`config.mk`:
```
export PLATFORM = sky130hd
export DESIGN_NAME = dsrmu_top
export DESIGN_NICKNAME = d
export VERILOG_FILES = /design/src/design/dsrmu_pkg.sv /design/src/design/dsrmu_top.sv /design/src/design/dsrmu_decode.sv /design/src/design/dsrmu_modify.sv
export SDC_FILE = /design/constraint.sdc
export NUM_CORES = 1
export LEC_CHECK = 0
export BUFFER_PORTS_ARGS = -buffer_cell sky130_fd_sc_hd__buf_2
export CAP_MARGIN = 20
export CORE_UTILIZATION = 48
export DETAILED_ROUTE_END_ITERATION = 12
export PLACE_DENSITY_LB_ADDON = 0.1
export SLEW_MARGIN = 20
export SYNTH_ARGS = -nofsm -noshare
export SYNTH_HDL_FRONTEND = slang
export SYNTH_SLANG_ARGS = --single-unit
```
`constraint.sdc`:
```
create_clock -name clock -period 2.75 [get_ports clock]
set_input_delay 0.55 -clock clock [delete_from_list [all_inputs] [get_ports clock]]
set_output_delay 0.55 -clock clock [all_outputs]
set_load 0.01 [all_outputs]
```
`src/design/dsrmu_pkg.sv`:
```
// Shared constants and types for the decorated store read-modify-write unit
package dsrmu_pkg;
  localparam int          ADDR_W         = 32;
  localparam int          DATA_W         = 32;
  localparam logic [31:0] PERIPH_BASE    = 32'h4000_0000;
  localparam logic [31:0] FIELD_ADDR_MSK = 32'hE007_FFFF;
  localparam int          TOP_BIT        = 31;
  localparam int          REGION_HI      = 30;
  localparam int          REGION_LO      = 29;
  localparam logic [1:0]  REGION_PERIPH  = 2'h2;
  localparam int          OPC_HI         = 28;
  localparam int          OPC_LO         = 26;
  localparam logic [2:0]  OPC_XOR        = 3'h3;
  localparam int          FIELD_OP_BIT   = 28;
  localparam int          LSB_HI         = 27;
  localparam int          LSB_LO         = 23;
  localparam int          WID_HI         = 22;
  localparam int          WID_LO         = 19;
  localparam int          XOR_OFS_HI     = 19;
  localparam logic [1:0]  HTRANS_IDLE    = 2'h0;
  localparam logic [1:0]  HTRANS_NONSEQ  = 2'h2;
  localparam logic [2:0]  HSIZE_BYTE     = 3'h0;
  localparam logic [2:0]  HSIZE_HALF     = 3'h1;
  localparam logic [2:0]  HSIZE_WORD     = 3'h2;
  localparam logic [31:0] RESULT_RST     = 32'h0000_0000;

  typedef enum logic [1:0] {
    DSRMU_OP_NONE,
    DSRMU_OP_XOR,
    DSRMU_OP_FIELD
  } dsrmu_op_t;
endpackage

```
`src/design/dsrmu_top.sv`:
```
// Decorated store read-modify-write bridge between bus master and slaves
//
// Operation
// RULE1: XOR store reads target, XORs with operand, writes back atomically.
// RULE2: Operand size follows incoming write size: byte, halfword or word.
// RULE3: XOR decoded at peripheral region with opcode 011; low 20 bits offset.
// RULE4: Cycle x forwards address, decodes, turns write into read, captures attributes.
// RULE5: Cycle x+1 issues write address phase from captured address and attributes.
// RULE6: Cycle x+1 data phase registers read XOR write data; master stalled.
// RULE7: Cycle x+2 drives registered result onto slave write data.
// RULE8: Field insert when bit 28 set; LSB from 27:23, width-1 from 22:19.
// RULE9: For field insert bit 19 is width data; offset is bits 18:0.
// RULE10: Software keeps word field width at most 16; code zero is one bit.
// RULE11: Field insert read and write use address masked with E007FFFF.
// RULE12: Mask is width ones shifted by LSB; merge write under mask.
// RULE13: Cycle x+1 selects write data under mask, read data elsewhere; registered.
// RULE14: Master places field at destination bits within its container.
// RULE15: Field past container top inserts only bits that fit.
// RULE16: Master replicates byte and halfword write data on all lanes.
// RULE17: Slave wait states pass to master, extending cycle for cycle.
// RULE18: Undecorated transfers pass unmodified with no added stall.
`timescale 1ns/1ps
`default_nettype none
module dsrmu_top
  import dsrmu_pkg::*;
(
  input  wire logic        clock,     // System bus clock
  input  wire logic        rst,       // Synchronous reset, active high
  input  wire logic [31:0] m_haddr,   // Master address
  input  wire logic [1:0]  m_htrans,  // Master transfer type
  input  wire logic        m_hwrite,  // Master write
  input  wire logic [2:0]  m_hsize,   // Master size
  input  wire logic [31:0] m_hwdata,  // Master write data
  output logic      [31:0] m_hrdata,  // Read data to master
  output logic             m_hready,  // Ready to master
  output logic             m_hresp,   // Response to master
  output logic      [31:0] s_haddr,   // Slave address
  output logic      [1:0]  s_htrans,  // Slave transfer type
  output logic             s_hwrite,  // Slave write
  output logic      [2:0]  s_hsize,   // Slave size
  output logic      [31:0] s_hwdata,  // Slave write data
  input  wire logic [31:0] s_hrdata,  // Slave read data
  input  wire logic        s_hready,  // Slave ready
  input  wire logic        s_hresp    // Slave response
);
  typedef enum logic [1:0] {
    ST_PASS,
    ST_MODIFY,
    ST_WBACK
  } dsrmu_state_t;

  dsrmu_state_t state, next_state;
  dsrmu_op_t    op_q, next_op_q;
  logic [31:0]  addr_q, next_addr_q;
  logic [2:0]   size_q, next_size_q;
  logic [4:0]   lsb_q, next_lsb_q;
  logic [3:0]   wcode_q, next_wcode_q;
  logic [31:0]  result_q, next_result_q;

  dsrmu_op_t    dec_op;
  logic [4:0]   dec_lsb;
  logic [3:0]   dec_wcode;
  logic [31:0]  dec_addr;
  logic [31:0]  mod_mask;
  logic [31:0]  mod_result;
  logic         accept;

  // A write address phase that carries a known decoration
  function automatic logic dsrmu_is_rmw(input logic [1:0] trans, input logic wr, input dsrmu_op_t dop);
    return trans[1] && wr && (dop != DSRMU_OP_NONE);
  endfunction

  dsrmu_decode u_decode (
    .addr      (m_haddr),
    .op        (dec_op),
    .lsb       (dec_lsb),
    .wcode     (dec_wcode),
    .phys_addr (dec_addr)
  );

  dsrmu_modify u_modify (
    .op     (op_q),
    .size   (size_q),
    .lsb    (lsb_q),
    .wcode  (wcode_q),
    .rdata  (s_hrdata),
    .wdata  (m_hwdata),
    .mask   (mod_mask),
    .result (mod_result)
  );

  // A decorated write address phase is taken whenever the bus is not held
  assign accept = (state != ST_MODIFY) && s_hready && dsrmu_is_rmw(m_htrans, m_hwrite, dec_op);

  always_comb begin
    next_state    = state;
    next_op_q     = op_q;
    next_addr_q   = addr_q;
    next_size_q   = size_q;
    next_lsb_q    = lsb_q;
    next_wcode_q  = wcode_q;
    next_result_q = result_q;
    unique case (state)
      ST_MODIFY: begin
        if (s_hready) begin
          next_result_q = mod_result;                          // RULE6 RULE13
          next_state    = ST_WBACK;
        end
      end
      ST_PASS, ST_WBACK: begin
        if (accept) begin
          next_state   = ST_MODIFY;                            // RULE4
          next_op_q    = dec_op;
          next_addr_q  = dec_addr;                             // RULE4 RULE11
          next_size_q  = m_hsize;                              // RULE2
          next_lsb_q   = dec_lsb;
          next_wcode_q = dec_wcode;
        end else if (s_hready) begin
          next_state = ST_PASS;
        end
      end
    endcase
  end

  always_ff @(posedge clock) begin
    if (rst) begin
      state    <= ST_PASS;
      op_q     <= DSRMU_OP_NONE;
      addr_q   <= PERIPH_BASE;
      size_q   <= HSIZE_WORD;
      lsb_q    <= 5'h00;
      wcode_q  <= 4'h0;
      result_q <= RESULT_RST;
    end else begin
      state    <= next_state;
      op_q     <= next_op_q;
      addr_q   <= next_addr_q;
      size_q   <= next_size_q;
      lsb_q    <= next_lsb_q;
      wcode_q  <= next_wcode_q;
      result_q <= next_result_q;
    end
  end

  // Bus paths stay combinational so plain transfers see no extra latency
  always_comb begin
    m_hrdata = s_hrdata;
    m_hresp  = s_hresp;
    m_hready = (state == ST_MODIFY) ? 1'b0 : s_hready;         // RULE6 RULE17
    s_hwdata = (state == ST_WBACK) ? result_q : m_hwdata;      // RULE7 RULE18
    if (state == ST_MODIFY) begin
      s_haddr  = addr_q;                                       // RULE5
      s_htrans = HTRANS_NONSEQ;
      s_hwrite = 1'b1;                                         // RULE5
      s_hsize  = size_q;                                       // RULE2
    end else begin
      s_htrans = m_htrans;
      s_hsize  = m_hsize;
      if (dsrmu_is_rmw(m_htrans, m_hwrite, dec_op)) begin
        s_haddr  = dec_addr;                                   // RULE4 RULE11
        s_hwrite = 1'b0;                                       // RULE4
      end else begin
        s_haddr  = m_haddr;                                    // RULE18
        s_hwrite = m_hwrite;
      end
    end
  end
endmodule
`default_nettype wire

```
`src/design/dsrmu_decode.sv`:
```
// Address decoration decoder: operation, field position and real address
`timescale 1ns/1ps
`default_nettype none
module dsrmu_decode
  import dsrmu_pkg::*;
(
  input  wire logic [31:0] addr,      // Decorated address from master
  output dsrmu_op_t        op,        // Decoded store operation
  output logic      [4:0]  lsb,       // Field LSB position
  output logic      [3:0]  wcode,     // Field width minus one
  output logic      [31:0] phys_addr  // Address with decoration removed
);
  always_comb begin
    op        = DSRMU_OP_NONE;
    phys_addr = addr;
    lsb       = addr[LSB_HI:LSB_LO];                           // RULE8
    wcode     = addr[WID_HI:WID_LO];                           // RULE8
    if (!addr[TOP_BIT] && addr[REGION_HI:REGION_LO] == REGION_PERIPH) begin
      if (addr[FIELD_OP_BIT]) begin
        op        = DSRMU_OP_FIELD;                            // RULE8
        phys_addr = addr & FIELD_ADDR_MSK;                     // RULE9 RULE11
      end else if (addr[OPC_HI:OPC_LO] == OPC_XOR) begin
        op        = DSRMU_OP_XOR;                              // RULE3
        phys_addr = PERIPH_BASE | {12'h000, addr[XOR_OFS_HI:0]}; // RULE3
      end
    end
  end
endmodule
`default_nettype wire

```
`src/design/dsrmu_modify.sv`:
```
// Modify stage: exclusive-OR or masked field insert of read data
`timescale 1ns/1ps
`default_nettype none
module dsrmu_modify
  import dsrmu_pkg::*;
(
  input  wire dsrmu_op_t   op,     // Operation being performed
  input  wire logic [2:0]  size,   // Transfer size of the store
  input  wire logic [4:0]  lsb,    // Field LSB position
  input  wire logic [3:0]  wcode,  // Field width minus one
  input  wire logic [31:0] rdata,  // Memory read data
  input  wire logic [31:0] wdata,  // Store write operand
  output logic      [31:0] mask,   // Lane-replicated field mask
  output logic      [31:0] result  // Value to write back
);
  logic [16:0] ones;
  logic [47:0] wide;

  always_comb begin
    // Width is at most sixteen, so seventeen bits of ones cover it
    ones = 17'h1FFFF >> (5'h10 - {1'b0, wcode});               // RULE12
    wide = {31'h0000_0000, ones} << lsb;                       // RULE12
    // Truncating to the container drops bits past its top edge
    unique case (size)
      HSIZE_BYTE: mask = {4{wide[7:0]}};                       // RULE15
      HSIZE_HALF: mask = {2{wide[15:0]}};                      // RULE15
      default:    mask = wide[31:0];
    endcase
    if (op == DSRMU_OP_FIELD) begin
      result = (rdata & ~mask) | (wdata & mask);               // RULE13
    end else begin
      result = rdata ^ wdata;                                  // RULE1 RULE6
    end
  end
endmodule
`default_nettype wire

```
# After elaboration in Yosys (flattened, before gate mapping)
# Cells that the tools add are included.
dict set report classes {
  reduce_logical 13
  mul 0
  addsub 1
  shift 2
  magnitude_cmp 0
  eq_ne 9
  n_mux 20
  div 0
  n_bitwise 5
}
# op count
set ops {}
lappend ops {{32-bit 2-to-1 mux} 7}
lappend ops {{32-bit bitwise AND} 2}
lappend ops {{32-bit case mux with 2 select lines} 1}
lappend ops {{32-bit inverter} 1}
lappend ops {{32-bit bitwise OR} 1}
lappend ops {{17-bit by 5-bit << shifter with 32-bit output} 1}
lappend ops {{32-bit bitwise XOR} 1}
lappend ops {{17-bit by 5-bit right shift with 17-bit output, first input constant} 1}
lappend ops {{2-bit 2-to-1 mux} 6}
lappend ops {{2-bit equality test, second input constant} 3}
lappend ops {{2-bit AND reduction} 3}
lappend ops {{1-bit logical AND} 5}
lappend ops {{5-bit by 4-bit subtractor with 5-bit output, first input constant} 1}
lappend ops {{1-bit 2-to-1 mux} 4}
lappend ops {{2-bit case mux with 2 select lines} 1}
lappend ops {{3-bit by 1-bit equality test with 1-bit output, second input constant} 1}
lappend ops {{3-bit by 2-bit equality test with 1-bit output, second input constant} 1}
lappend ops {{3-bit logical NOT} 1}
lappend ops {{3-bit 2-to-1 mux} 1}
lappend ops {{3-bit != test, second input constant} 1}
lappend ops {{2-bit by 1-bit equality test with 1-bit output, second input constant} 1}
lappend ops {{2-bit logical NOT} 1}
lappend ops {{2-bit by 1-bit != test with 1-bit output, second input constant} 1}
lappend ops {{2-bit != test, second input constant} 1}
lappend ops {{3 further kinds} 3}
dict set report totals {
  mem_bits_rw 0
  word_cells 57
  regBits 80
  mem_bits_ro 0
  input_bits 106
  n_memories 0
  latchBits 0
}

# Depth between registers and ports, before layout
dict set report depth {
  word_depth 9
  depth_mapped 12
  depth_no_buf 10
}

# Modules after synthesis
# Synthesis repeated with hierarchy kept, for this count alone.
dict set report unflattened {
  hier_cells 1041
  hier_area_um2 7724.9
}
# module area_each_um2 cells_each seq_area_each_um2 n_inst
set modules_own_cells {}
lappend modules_own_cells {dsrmu_top 4594.4 534 1601.5 1}
lappend modules_own_cells {dsrmu_modify 2786.4 461 0.0 1}
lappend modules_own_cells {dsrmu_decode 344.1 46 0.0 1}

# Worst setup path before layout
# No wires, ideal clock.
dict set report synth_path {
  path_type {reg2reg}
  startpoint {register wcode_q[1]}
  endpoint {register result_q[11]}
  stages_incl_launch_ff 12
  path_slack_ns 0.072
  arrival_ns 2.613
  n_path_buf 1
  setup_time_ns 0.065
  synth_period_minus_slack_ns 2.678
  cell_sequence {dfxtp_1 buf_2 inv_1 ha_1 or2_1 mux2i_2 a221oi_2 o31a_1 or3_1 a21oi_1 mux2_2 nor2_1}
}
dict set report synth_between {
  elab_chain_len 8
  word_cells_on_any_way 9
  cone_classes {add/sub: 1; shift: 2; mux: 2; bitwise: 4}
}
# element line
set synth_rtl {}
lappend synth_rtl {{start, declared} dsrmu_top.sv:57} ;# logic [3:0] wcode_q, next_wcode_q;
lappend synth_rtl {{start signal, assigned} dsrmu_top.sv:140} ;# wcode_q <= next_wcode_q;
lappend synth_rtl {{5-bit by 4-bit subtractor with 5-bit output (*)} dsrmu_modify.sv:21} ;# ones = 17'h1FFFF >> (5'h10 - {1'b0, wcode});
lappend synth_rtl {{17-bit by 5-bit right shift with 17-bit output (*)} dsrmu_modify.sv:21}
lappend synth_rtl {{17-bit by 5-bit << shifter with 32-bit output (*)} dsrmu_modify.sv:22} ;# wide = {31'h0000_0000, ones} << lsb;
lappend synth_rtl {{32-bit case mux with 2 select lines (*)} dsrmu_modify.sv:24} ;# unique case (size)
lappend synth_rtl {{32-bit inverter} dsrmu_modify.sv:30} ;# result = (rdata & ~mask) | (wdata & mask);
lappend synth_rtl {{32-bit bitwise AND} dsrmu_modify.sv:30}
lappend synth_rtl {{32-bit bitwise OR (*)} dsrmu_modify.sv:30}
lappend synth_rtl {{32-bit 2-to-1 mux (*)} dsrmu_modify.sv:29} ;# if (op == DSRMU_OP_FIELD) begin
lappend synth_rtl {{end signal, assigned} dsrmu_top.sv:141} ;# result_q <= next_result_q;
lappend synth_rtl {{end, declared} dsrmu_top.sv:58} ;# logic [31:0] result_q, next_result_q;
# Mark *: on every way between the ends. The rest lies on a longest branch, timed or not.
# A chain may end at the register's enable or synchronous reset.

# Worst setup path in the final report
dict set report layout_path {
  startpoint {register wcode_q[1]}
  endpoint {register result_q[12]}
}
# The elaborated chain is that of the path after synthesis.

==> flow_summary_export.csv <==
group,metric,value,unit
clock_tree,cts_buffer_depth,2,
die,pin_count,210,
die,fp-row-count,42,
route,drc,0,
timing,rsz0062_at_grt,"true",
yosys,synth_edf_count,0,
final_layout,diodes,0,
yosys,synth.net_count,1079,
worst_setup_path,startpoint_type,"flop",
die,die_h,121,µm
worst_setup_path,r2r-end,"result_q[12]$_SDFFE_PP0P_",
clock_tree,cts_num_sinks,80,
placement,io_buffers,207,
final_layout,drive_gt1_frac,0.378,
yosys,synthFlopType,"dfxtp_1",
final_layout,final_common_cell,"nand2_1",
die,start_util,0.502,
power_and_ir_drop,leakage,3.85,nW
placement,place.gp.congestion,1.04,
worst_setup_path,max_stage_delay,0.40,ns
yosys,ys_warn_count,0,
global_route,use_met2,0.526,
status,status,"completed",
flow_run,max-cap-violations,0,
global_route,grt_overflow_total,0,
yosys,syn_avg_cell_area,6.96,µm²
route,first_pass_iters,5,
global_route,grt_usage,0.330,
worst_hold_path,hold_depth,3,
worst_setup_path,slowest_stage,"or3_1",
timing,tns,0,ns
route,wire_per_inst,17.5,µm
worst_hold_path,hold_path_end,"size_q[1]$_SDFFE_PP1P_",
timing,period_share,0.988,
timing,worstMarginPinSlew,1.01,ns
timing,max_slew_margin,0.323,
global_route,grtUsageMet3,0.0632,
worst_setup_path,crit_fanout,5,
yosys,syn_area,6750,µm²
worst_setup_path,rrSetupSlack,0.03,ns
yosys,ys_ff_latch,80,
worst_setup_path,worstSetupPathType,"flop to flop",
worst_setup_path,cp.required,2.97,ns
worst_hold_path,hp-class,"primary input to flop",
yosys,synth-async-reset-ratio,0,
clock_tree,numCtsBuffers,9,
worst_setup_path,r2r-start,"wcode_q[1]$_SDFFE_PP0P_",
worst_setup_path,crit_arrival,2.93,ns
final_layout,syn2layout_area_growth,34.0,%
timing,finalHoldViolations,0,
final_layout,num-nets-final,1309,
power_and_ir_drop,worst_ir_drop_vdd,0.422,mV
timing,layout_min_cycle_time,2.72,ns
yosys,yosysSeqAreaShare,0.237,
clock_tree,clock-root-buffer,"clkbuf_16",
yosys,syn_inst,970,
timing,finalMaxSlewViolations,0,
die,dieArea,14500,µm²
worst_hold_path,worstHoldStart,"m_hsize[1]",
route,vias,8227,
global_route,grtUsageMet1,0.449,
power_and_ir_drop,power_density,343,nW/µm²
timing,fin_worst_skew,0.00702,ns
timing,max_freq,368,MHz
placement,hpwlAfterDp,18000,µm
global_route,grt_max_degree,50,
clock_tree,htreeDepth,3,
global_route,grt_pass1_wl,37600,µm
final_layout,layout_common_cells,"nand2_1 (211), buf_2 (207), buf_4 (115), a21oi_1 (84), dfxtp_1 (77)",
route,vias_per_cell,5.96,
route,wl,24200,µm
global_route,gr-max-usage-layer,"met2",
final_layout,postLayoutCellArea,9040,µm²
die,fp.coreArea,13500,µm²
worst_setup_path,ff2ff_path_depth,11,
clock_tree,clock_latency,0.35,ns
clock_tree,cts_tree,"done",
yosys,ys_types,77,
clock_tree,clkTransAtPathRegs,0.07,ns
global_route,grt_pass1_vias,7239,
placement,postPlaceCellArea,8330,µm²
route,drtIter0Drc,881,
global_route,antenna_found_initial,0,
clock_tree,hold_buffers,0,
power_and_ir_drop,power.total,0.00310,W
die,fp.dieW,121,µm
route,ant_nets,0,
timing,setup_viol,0,
worst_setup_path,crit_path_end_kind,"flop",
worst_setup_path,cp_cell_sequence,"inv_2 > buf_4 > ha_2 > nor2b_2 > o31a_1 > a21oi_1 > a211o_1 > or3_1 > a21oi_2 > mux2i_1 > a211oi_1",
-- per-layer routing --
metal / part of all wire / up-vias / wire length (µm)
met5: 0 / - / 0
met4: 0.023 / 0 / 554
met3: 0.081 / 49 / 1960
met2: 0.46 / 378 / 11200
met1: 0.43 / 3864 / 10500
li1: - / 3936 / -
-- registers in the layout, indices dropped and copies added (netlist names) --
name      count
state         2
result_q     32
addr_q       32
wcode_q       4
op_q          2
lsb_q         5
size_q        3
-- what timing repair did --
action	in CTS	in global routing
resized for setup	19	48
setup buffers	3	6
pin swaps	7	19
setup endpoints to repair	19	24
-- critical path, delay by kind of cell, from the launching register on --
family / cells / cell delay (ns)
AO/OA/AOI/OAI: 5 / 1.12
flip-flops: 1 / 0.33
multiplexers: 1 / 0.22
buffers and inverters: 2 / 0.19
AND/OR/NAND/NOR: 2 / 0.53
adder cells (fa/ha/maj): 1 / 0.20
-- worst max path at each step --
| stage | start | end | cells after the start |
|---|---|---|---|
| after global routing | wcode_q[0]$_SDFFE_PP0P_ | result_q[14]$_SDFFE_PP0P_ | 12 |
| after global placement | wcode_q[0]$_SDFFE_PP0P_ | result_q[10]$_SDFFE_PP0P_ | 12 |
| final | wcode_q[1]$_SDFFE_PP0P_ | result_q[12]$_SDFFE_PP0P_ | 11 |
| after detailed placement | wcode_q[0]$_SDFFE_PP0P_ | result_q[10]$_SDFFE_PP0P_ | 11 |
| after CTS | wcode_q[1]$_SDFFE_PP0P_ | result_q[15]$_SDFFE_PP0P_ | 12 |
| after floorplan | wcode_q[1]$_SDFFE_PP0P_ | result_q[11]$_SDFFE_PP0P_ | 11 |
-- synth_stat cells, types with 7 or more instances --
cell type | instances | area (µm²)
nand3_1 | 41 | 205
buf_2 | 10 | 50.1
mux2_2 | 38 | 428
clkbuf_1 | 54 | 203
or2_2 | 8 | 50.1
a21oi_1 | 90 | 450
mux2i_1 | 13 | 130
buf_4 | 33 | 248
a211oi_1 | 29 | 218
nor3_1 | 19 | 95.1
inv_1 | 9 | 33.8
dfxtp_1 | 80 | 1600
nor2_1 | 55 | 206
and2_1 | 20 | 125
nand2_1 | 211 | 792
nand2b_1 | 13 | 81.3
nor2b_1 | 10 | 62.6
a32oi_1 | 7 | 61.3
o31ai_1 | 8 | 60.1
a32o_1 | 9 | 90.1
a31oi_1 | 8 | 50.1
a21boi_0 | 7 | 52.6
o211ai_1 | 11 | 82.6
or3_1 | 14 | 87.6
buf_1 | 9 | 33.8
o21ai_0 | 48 | 240
-- kinds of logic (layout without fill, tap and decap cells) --
logic type                 Yosys count  count (layout)  synth area share
and+or+nand+nor                    419             419             0.285
AOI/OAI and AO/OA                  290             290             0.290
buffers and inverters              120             355            0.0892
DFF                                 80              80             0.237
muxes                               52              52            0.0847
xor gates and xnor gates             5               5           0.00760
adders and majority gates            4               4           0.00705
-- per-stage QoR --
stage / cells / util / setup slack [ns] / hold slack [ns]
after floorplan: 970 / - / 0.0723 / 0.415
after global placement: 1357 / 0.620 / -0.118 / 0.430
after detailed placement: 1357 / 0.620 / -0.185 / 0.436
after CTS: 1375 / 0.653 / 0.00147 / 0.419
after global routing: 1381 / 0.672 / -0.125 / 0.430
final: 1381 / 0.672 / 0.0337 / 0.420
-- layout make-up --
class	instances	area, µm²
Clock buffer	9	225
Clock inverter	7	126
Fill cell	1248	4410
Inverter	12	45.0
Multi-Input combinational cell	770	4840
Sequential cell	80	1610
Tap cell	176	220
Timing Repair Buffer	327	1980
-- report_power, final --
group | total [W] | internal, W | leakage (nW) | switching [W]
Sequential | 0.00117 | 0.00116 | 0.646 | 0.00000396
Combinational | 0.000485 | 0.000217 | 3.04 | 0.000268
Clock | 0.00145 | 0.000899 | 0.168 | 0.000550
Note: power is estimated with default switching activity, not from simulation.
